$ cat src/rtl/pmc_pkg.sv
// pmc_pkg: register map, field layout and carriers for the power-mode controller
// assumes: one 25 MHz system clock, plain register port with one-cycle read latency
package pmc_pkg;
   localparam int unsigned pmc_addr_w = 2;
   localparam int unsigned pmc_data_w = 8;
   // register offsets
   localparam logic [1:0] pmc_off_mode = 2'h0;
   localparam logic [1:0] pmc_off_cfg = 2'h1;
   localparam logic [1:0] pmc_off_status = 2'h2;
   // power-mode register fields
   localparam int unsigned pmc_bit_idle = 0;
   localparam int unsigned pmc_bit_sleep = 1;
   localparam int unsigned pmc_flags_lsb = 2;
   localparam int unsigned pmc_flags_w = 6;
   // configuration register fields
   localparam int unsigned pmc_bit_cut = 0;
   localparam int unsigned pmc_bit_mcd_en = 1;
   // reset values
   localparam logic [5:0] pmc_flags_rst = 6'h00;
   localparam logic pmc_cut_rst = 1'b0;
   localparam logic pmc_mcd_en_rst = 1'b0;
   localparam logic [15:0] pmc_reset_vector = 16'h0000;
   // reset sequence length in system clocks
   localparam int unsigned pmc_reset_seq_cycles = 4;

   typedef enum logic [1:0] {
      pmc_run,
      pmc_idle,
      pmc_sleep,
      pmc_wake
   } pmc_mode_t;

   typedef struct packed {
      logic [1:0] addr;
      logic [7:0] wdata;
      logic wr;
      logic rd;
   } pmc_bus_req_t;

   typedef struct packed {
      logic cpu_halt;
      logic osc_halt;
      logic periph_halt;
      logic regulator_off;
      logic core_reset;
      logic fetch_start;
      logic [15:0] fetch_addr;
   } pmc_ctrl_t;
endpackage

$ cat src/rtl/pmc_sync.sv
// pmc_sync: three-stage synchroniser with agreement filter for async inputs
// assumes: input is a level from outside the system clock domain
`timescale 1ns/10ps
`default_nettype none
module pmc_sync #(
   parameter int unsigned width = 1
) (
   // clock and reset
   input wire logic clock,
   input wire logic rst_n,
   // data
   input wire logic [width-1:0] async_in,
   output logic [width-1:0] sync_out
);
   typedef struct packed {
      logic [width-1:0] s1;
      logic [width-1:0] s2;
      logic [width-1:0] s3;
      logic [width-1:0] out;
   } pmc_sync_state_t;

   pmc_sync_state_t st;
   pmc_sync_state_t next_st;

   initial begin
      if (width < 1) $error("pmc_sync width must be at least 1");
   end

   always_comb begin
      next_st = st;
      next_st.s1 = async_in;
      next_st.s2 = st.s1;
      next_st.s3 = st.s2;
      // only s2 and s3 are looked at, s1 may be metastable
      for (int i = 0; i < width; i++) begin
         if (st.s2[i] == st.s3[i]) next_st.out[i] = st.s3[i];
      end
   end

   always_ff @(posedge clock) begin
      if (!rst_n) st <= '0;
      else st <= next_st;
   end

   assign sync_out = st.out;
endmodule // pmc_sync
`default_nettype wire

$ cat src/rtl/pmc_ctrl.sv
// pmc_ctrl: power-mode controller, idle and deep-sleep entry, regulator cut, wake by reset
// assumes: core pulses insn_done at the end of each instruction; reset pins are async levels
`timescale 1ns/10ps
`default_nettype none
module pmc_ctrl #(
   parameter int unsigned reset_seq_cycles = pmc_pkg::pmc_reset_seq_cycles
) (
   // clock and reset
   input wire logic clock,
   input wire logic rst_n,
   // register port
   input wire pmc_pkg::pmc_bus_req_t bus,
   output logic [7:0] rdata,
   // core handshake
   input wire logic insn_done,
   input wire logic irq_pending,
   // reset sources, asynchronous levels, active high
   input wire logic reset_pin,
   input wire logic internal_reset_src,
   input wire logic mcd_timeout,
   // power and clock control
   output pmc_pkg::pmc_ctrl_t ctrl
);
   import pmc_pkg::*;

   initial begin
      if (reset_seq_cycles < 1 || reset_seq_cycles > 255)
         $error("pmc_ctrl reset_seq_cycles out of range");
   end

   typedef struct packed {
      pmc_mode_t mode;
      logic [5:0] flags;
      logic cut;
      logic mcd_en;
      logic sleep_req;
      logic [7:0] seq_cnt;
      logic [7:0] rdata;
      pmc_ctrl_t ctrl;
   } pmc_state_t;

   pmc_state_t st;
   pmc_state_t next_st;
   logic [2:0] rst_sync;
   logic pin_rst;
   logic int_rst;
   logic mcd_rst;
   logic wake_rst;

   pmc_sync #(
      .width(3)
   ) u_sync (
      .clock(clock),
      .rst_n(rst_n),
      .async_in({mcd_timeout, internal_reset_src, reset_pin}),
      .sync_out(rst_sync)
   );

   always_comb begin
      pin_rst = rst_sync[0];
      int_rst = rst_sync[1];
      // detector only resets when enabled
      mcd_rst = rst_sync[2] && st.mcd_en;
      // regulator cut leaves only the pin, internal sources are unpowered
      if (st.cut && st.mode == pmc_sleep) begin
         wake_rst = pin_rst;
      end else begin
         wake_rst = pin_rst || int_rst || mcd_rst;
      end
   end

   always_comb begin
      next_st = st;
      next_st.rdata = 8'h00;
      next_st.ctrl.fetch_start = 1'b0;
      if (bus.rd) begin
         case (bus.addr)
            // idle and sleep select bits never read back, the mode reads back at status
            pmc_off_mode: next_st.rdata = {st.flags, 2'b00};
            pmc_off_cfg: next_st.rdata = {6'h00, st.mcd_en, st.cut};
            pmc_off_status: next_st.rdata = {6'h00, 2'(st.mode)};
            default: next_st.rdata = 8'h00;
         endcase
      end
      if (bus.wr && st.mode == pmc_run) begin
         case (bus.addr)
            pmc_off_mode: begin
               next_st.flags = bus.wdata[pmc_flags_lsb +: pmc_flags_w];
               if (bus.wdata[pmc_bit_sleep]) begin
                  next_st.sleep_req = 1'b1;
               end else if (bus.wdata[pmc_bit_idle]) begin
                  next_st.mode = pmc_idle;
               end
            end
            pmc_off_cfg: begin
               next_st.cut = bus.wdata[pmc_bit_cut];
               next_st.mcd_en = bus.wdata[pmc_bit_mcd_en];
            end
            default: ;
         endcase
      end
      case (st.mode)
         pmc_run: begin
            // wait for the writing instruction to retire before stopping
            if (st.sleep_req && insn_done) begin
               next_st.sleep_req = 1'b0;
               next_st.mode = pmc_sleep;
            end
         end
         pmc_idle: begin
            if (irq_pending) next_st.mode = pmc_run;
         end
         pmc_sleep: ; // no interrupt or write leaves here
         pmc_wake: begin
            if (st.seq_cnt == 8'h00) begin
               next_st.mode = pmc_run;
               next_st.ctrl.fetch_start = 1'b1;
            end else begin
               next_st.seq_cnt = st.seq_cnt - 8'h01;
            end
         end
         default: next_st.mode = pmc_run;
      endcase
      if (wake_rst) begin
         // any reset aborts idle or sleep and restarts the sequence
         next_st.mode = pmc_wake;
         next_st.sleep_req = 1'b0;
         next_st.flags = pmc_flags_rst;
         next_st.cut = pmc_cut_rst;
         next_st.mcd_en = pmc_mcd_en_rst;
         next_st.seq_cnt = 8'(reset_seq_cycles - 1);
         next_st.ctrl.fetch_start = 1'b0;
      end
      next_st.ctrl.cpu_halt = next_st.mode != pmc_run;
      // peripherals keep running in idle
      next_st.ctrl.osc_halt = next_st.mode == pmc_sleep;
      next_st.ctrl.periph_halt = next_st.mode == pmc_sleep;
      next_st.ctrl.regulator_off = next_st.mode == pmc_sleep && next_st.cut;
      next_st.ctrl.core_reset = next_st.mode == pmc_wake;
      next_st.ctrl.fetch_addr = pmc_reset_vector;
   end

   always_ff @(posedge clock) begin
      if (!rst_n) begin
         st <= '0;
         st.mode <= pmc_run;
      end else begin
         st <= next_st;
      end
   end

   assign rdata = st.rdata;
   assign ctrl = st.ctrl;
endmodule // pmc_ctrl
`default_nettype wire

$ cat config.mk
export PLATFORM = sky130hd
export DESIGN_NAME = pmc_ctrl
export DESIGN_NICKNAME = d
export VERILOG_FILES = /design/src/rtl/pmc_pkg.sv /design/src/rtl/pmc_sync.sv /design/src/rtl/pmc_ctrl.sv
export SDC_FILE = /design/constraint.sdc
export NUM_CORES = 1
export LEC_CHECK = 0
export BUFFER_PORTS_ARGS = -buffer_cell sky130_fd_sc_hd__buf_4
export CAP_MARGIN = 20
export CORE_ASPECT_RATIO = 1.4
export CORE_UTILIZATION = 45
export CTS_BUF_LIST = sky130_fd_sc_hd__clkbuf_8
export DETAILED_ROUTE_END_ITERATION = 10
export PLACE_DENSITY_LB_ADDON = 0.25
export SYNTH_ARGS = -nofsm -noshare
export SYNTH_HDL_FRONTEND = slang
export SYNTH_HIERARCHICAL = 1
export SYNTH_SLANG_ARGS = --single-unit
$ cat constraint.sdc
create_clock -name clock -period 2.3 [get_ports clock]
set_input_delay 0.23 -clock clock [delete_from_list [all_inputs] [get_ports clock]]
set_output_delay 0.23 -clock clock [all_outputs]
set_load 0.05 [all_outputs]
Word-level counts from Yosys, hierarchy flattened
Cells that the tools add are included.

Output and inout bits: 30. Register bits after elaboration: 60. Bits in read-only memories: 0. Logic and storage cells: 73. Input bits: 19. Bits in latches: 0. RAM bits: 0. Memories: 0.

Muxes and demuxes: 19. $mul: 0. Div/mod/pow operators: 0. Bitwise gates (word level): 3. Equality and inequality tests: 11. Shift-type cells: 0. Reduce and logical (&&, ||, !) cells: 19. Order comparisons: 0. Add/sub/neg operators: 1.

Operator list (number): $mux 8 (3); $pmux 8 s3 (1); $mux 19 (1); $mux 2 (6); $mux 11 (1); $eq 2x2->1 const B (5); $reduce_and 2->1 (5); $logic_not 8->1 (1); $sub 8x1->8 const B (1); $mux 1 (6); $pmux 2 s3 (1); $logic_and 1x1->1 (5); $eq 2x1->1 const B (2); $logic_not 2->1 (2); $reduce_bool 2->1 (2); $eq 1x1->1 (3); $not 1->1 (3); $reduce_or 3->1 (1); $logic_or 1x1->1 (2); $ne 2x2->1 const B (1); $reduce_or 2->1 (1).

Longest topological paths before layout
Word-level depth: 9. Gate-level depth with buffers: 7. Mapped depth without buffers: 6.

Hierarchy
Netlist, hierarchy kept.

By module, submodules not included: pmc_ctrl (seq. area each 640.6 um2, times used 1, area each 1519.0 um2, cells an instance 169); pmc_sync (seq. area each 240.2 um2, times used 1, area each 390.4 um2, cells an instance 34).

Worst setup path after synthesis
Ideal clock, no wire load.

Path kind: register to register. Start point: reg st[30] in the netlist's numbering. End point: reg st, in the netlist ctrl[21]. Data arrival time: 1.708 ns. Clock period less this slack: 1.827 ns. Stages on the path, launching flop included: 8. Buffers on the path: 1. Required time: 2.180 ns. Path slack: 0.473 ns. Setup time: 0.120 ns. Cells stage by stage: dfxtp_1 -> inv_1 -> ha_1 -> or3b_2 -> buf_2 -> o21a_4 -> nand2b_4 -> o31a_1.

Cells in the longest elaborated chain, start to end: 5.

RTL lines: from (decl) (line pmc_ctrl.sv:42) `pmc_state_t st;`; from (signal assigned) (line pmc_ctrl.sv:148) `st <= next_st;`; $logic_not 8->1 (line pmc_ctrl.sv:115) `if (st.seq_cnt == 8'h00) begin`; $mux 2 (line pmc_ctrl.sv:115); $pmux 2 s3 (line pmc_ctrl.sv:102) `case (st.mode)`; $mux 19 (line pmc_ctrl.sv:124) `if (wake_rst) begin`; $reduce_bool 2->1 (line pmc_ctrl.sv:134) `next_st.ctrl.cpu_halt = next_st.mode != pmc_run;`.

Every way passes these cells. A chain may end at the register's enable or synchronous reset.

Final worst setup path
Start point: reg st[31] in the netlist's numbering. End point: reg st, in the netlist ctrl[21].

The elaborated chain is that of the path after synthesis.

==> results.yml <==
timing:
  finalSetupTns_ps: 0
  fmax_ghz: 0.539
  slew-limit-headroom_pct: 59.9
  timing_worst_slew_pin_value_ps: 599
  period_needed_ps: 1860
  unrepaired_setup_endpoints_after_global_routing: "false"
  final_critical_path_setup_slack_ps: 444
  finalMaxSlewViolations: 0
  clock_skew_ps: 8.87
  hold-worst-slack_ps: 151
  finalHoldViolCount: 0
  final_number_of_setup_violating_endpoints: 0
  timing.final.crit_share_pct: 80.7
drt:
  route.antenna.remaining_nets: 0
  detailedRoute.firstPassIterationCount: 7
  routed-via-count: 1277
  first_iter_violations: 23
  drcViolationCount: 12
  wire_per_inst_um: 11.5
  vias_per_cell: 4.84
  postRouteWirelength_mm: 3.05
floorplanning:
  ios: 49
  die_y_um: 79.1
  fp.coreArea_sq_mm: 0.00399
  die_area_sq_mm: 0.00451
  fp-row-count: 27
  die_width_um: 57.1
  initial_utilization_pct: 47.9
clocking:
  cts_resized: 0
  cts-buffers-inserted: 5
  cts-root-to-sink-buffers: 2
  count_of_hold_fix_buffers_inserted_at_cts: 0
  post_cts_buffers: 0
  max_h_tree_level: 2
  clkLatencyLatePin_ps: 290
  clock-sinks: 44
  path_clk_slew_ps: 80
  cts_tree: "built"
  library_cell_used_as_clock_root_buffer: "sky130_fd_sc_hd__clkbuf_8"
min_path:
  timing.hold.worst.start: "internal_reset_src"
  worstHoldPathType: "input pin to flop"
critical_path:
  crit_path_start_kind: "flop"
  worstPathRequired_ps: 2490
  critical_path_start_end_classification: "flop to flop"
  worstSetupEndpointType: "flop"
  worst_ep_arrival_time_ps: 2050
  start_point_of_the_critical_path: "st[31]"
  critical_path.reg2reg.startpoint: "st[31]"
  critical_path.cell_chain: "inv_1, ha_1, or3b_2, o21a_4, nand2b_4, o31a_1"
  critPathMaxFanout: 7
  critical_path.slowest_cell: "sky130_fd_sc_hd__or3b_2"
  critical-path-max-stage-delay_ps: 520
placement:
  dpl_ws_ps: 465
  placement.io_buffers: 32
  dpl-instance-area_sq_mm: 0.00200
  gp_routability_congestion: 0.757
  dpl.hpwl_mm: 2.21
status:
  run_status: "finished with violations"
  violations: "design-rule violations"
layout:
  diodes: 0
  nets: 241
  syn2layout_area_growth_pct: 9.44
  drive_gt1_share_pct: 26.2
  design_area_sq_mm: 0.00209
  finalCoreUtilization_pct: 52.4
logic_synthesis:
  synth_flop_cell: "sky130_fd_sc_hd__dfxtp_1"
  synth_edf_count: 0
  syn_area_per_cell_sq_um: 9.41
  synth_cell_type_count: 44
  postSynthRegisterBits: 44
  yosys_warnings: 6
  async_flop_share_pct: 0
  yosysTopAreaCell: "sky130_fd_sc_hd__dfxtp_1"
  synth-seq-area-share_pct: 46.1
  synth_top_area_share_pct: 46.1
  netlist_area_pre_place_sq_mm: 0.00191
  yosysMostFrequentCell: "sky130_fd_sc_hd__dfxtp_1"
  ys_top_cells_by_area: "sky130_fd_sc_hd__dfxtp_1, sky130_fd_sc_hd__buf_4, sky130_fd_sc_hd__and2_1, sky130_fd_sc_hd__nor2_1, sky130_fd_sc_hd__nand2_1"
  synth.top_cells.by_count: "sky130_fd_sc_hd__dfxtp_1, sky130_fd_sc_hd__buf_4, sky130_fd_sc_hd__nor2_1"
  synth_cells: 203
grt:
  grt_first_pass_wirelength_mm: 5.17
  grt_overflow: 0
  first_global_vias: 1159
  antenna_violations_before_repair: 0
  grt_max_degree: 21
  grt.total_usage_pct: 14.7
power:
  irDropWorstVdd_uv: 362
  total_leakage_power_nw: 0.878
  power.density_cell_area_mw_per_mm2: 683
flow_run:
  max_cap_violations: 0
==> cell families after synthesis <==
kind of cell | count (synthesis) | synth area share, %
DFF | 44 | 46.1
buffers and inverters | 42 | 15.4
other | 1 | 0.196
muxes | 2 | 1.31
and+or+nand+nor | 73 | 20.8
xor gates and xnor gates | 6 | 2.75
adders and majority gates | 2 | 1.31
AOI/OAI and AO/OA | 33 | 12.1
==> report_power, final <==
part / internal, mW / total (mW) / switching (mW) / leakage [nW]
logic: 0.0437 / 0.148 / 0.104 / 0.472
clock network: 0.240 / 0.494 / 0.254 / 0.0486
registers: 0.776 / 0.784 / 0.00818 / 0.357
==> layout make-up <==
| type | instances | area, sq um |
|---|---|---|
| timing repair buffer | 35 | 263 |
| multi-input combinational | 132 | 791 |
| sequential | 44 | 881 |
| inverter | 2 | 7.51 |
| clock buffer | 6 | 82.6 |
| clock inverter | 2 | 11.3 |
| tap | 43 | 53.8 |
| fill | 371 | 1900 |
==> per-stage QoR <==
stage	cells	total power [mW]
floorplan	218	0.934
global placement	256	0.949
detailed placement	256	0.951
CTS	264	1.45
global route	264	1.49
finish	264	1.43
==> critical path, delay by kind of cell, from the launching register on <==
kind / cells / cell delay [ps]
buffers and inverters: 1 / 100
AO/OA/AOI/OAI: 2 / 510
adder cells (fa/ha/maj): 1 / 140
flip-flops: 1 / 330
AND/OR/NAND/NOR: 2 / 670
==> flip-flops by register name, indices dropped and copies added (netlist names) <==
name             flops
st                  19
rdata                8
u_sync/st            3
u_sync/next_st       6
u_sync/sync_out      3
ctrl                 5
==> per-layer routing <==
layer  GRT usage [%]  part of all wire [%]  up-vias
li1                -                     -      660
met2            25.8                    51       36
met4            6.59                   2.1        0
met5               0                     0        -
met3            3.75                   4.6        6
met1            16.7                    43      575
==> path summary, 6_finish.rpt <==
check	depth (start not counted)	endpoint	slack, ps
worst max-delay path	6	ctrl[21]	440
worst min-delay path	2	u_sync/next_st[7]	150
worst max register to register	6	ctrl[21]	440
worst min register to register	1	u_sync/next_st[3]	440
==> placed cells by master (no fill, tap or decap), drive strengths merged <==
cell,count
a31oi,1
mux2i,1
nor3b,1
nor2b,2
or2,1
o211ai,3
xnor2,1
nor3,5
a22oi,2
clkbuf,6
or4,2
and2,17
nor4b,1
a21o,1
or3b,1
clkinvlp,1
inv,3
nand3,7
nand2b,1
xor2,5
o2111ai,2
o21ai,4
o31a,1
mux2,1
a21boi,5
nor4,1
o31ai,1
nor2,16
nand2,16
nand3b,1
o21a,3
nand4,1
buf,35
ha,2
conb,16
a21oi,10
dfxtp,44
No activity file was read; power rests on OpenSTA's default activity.
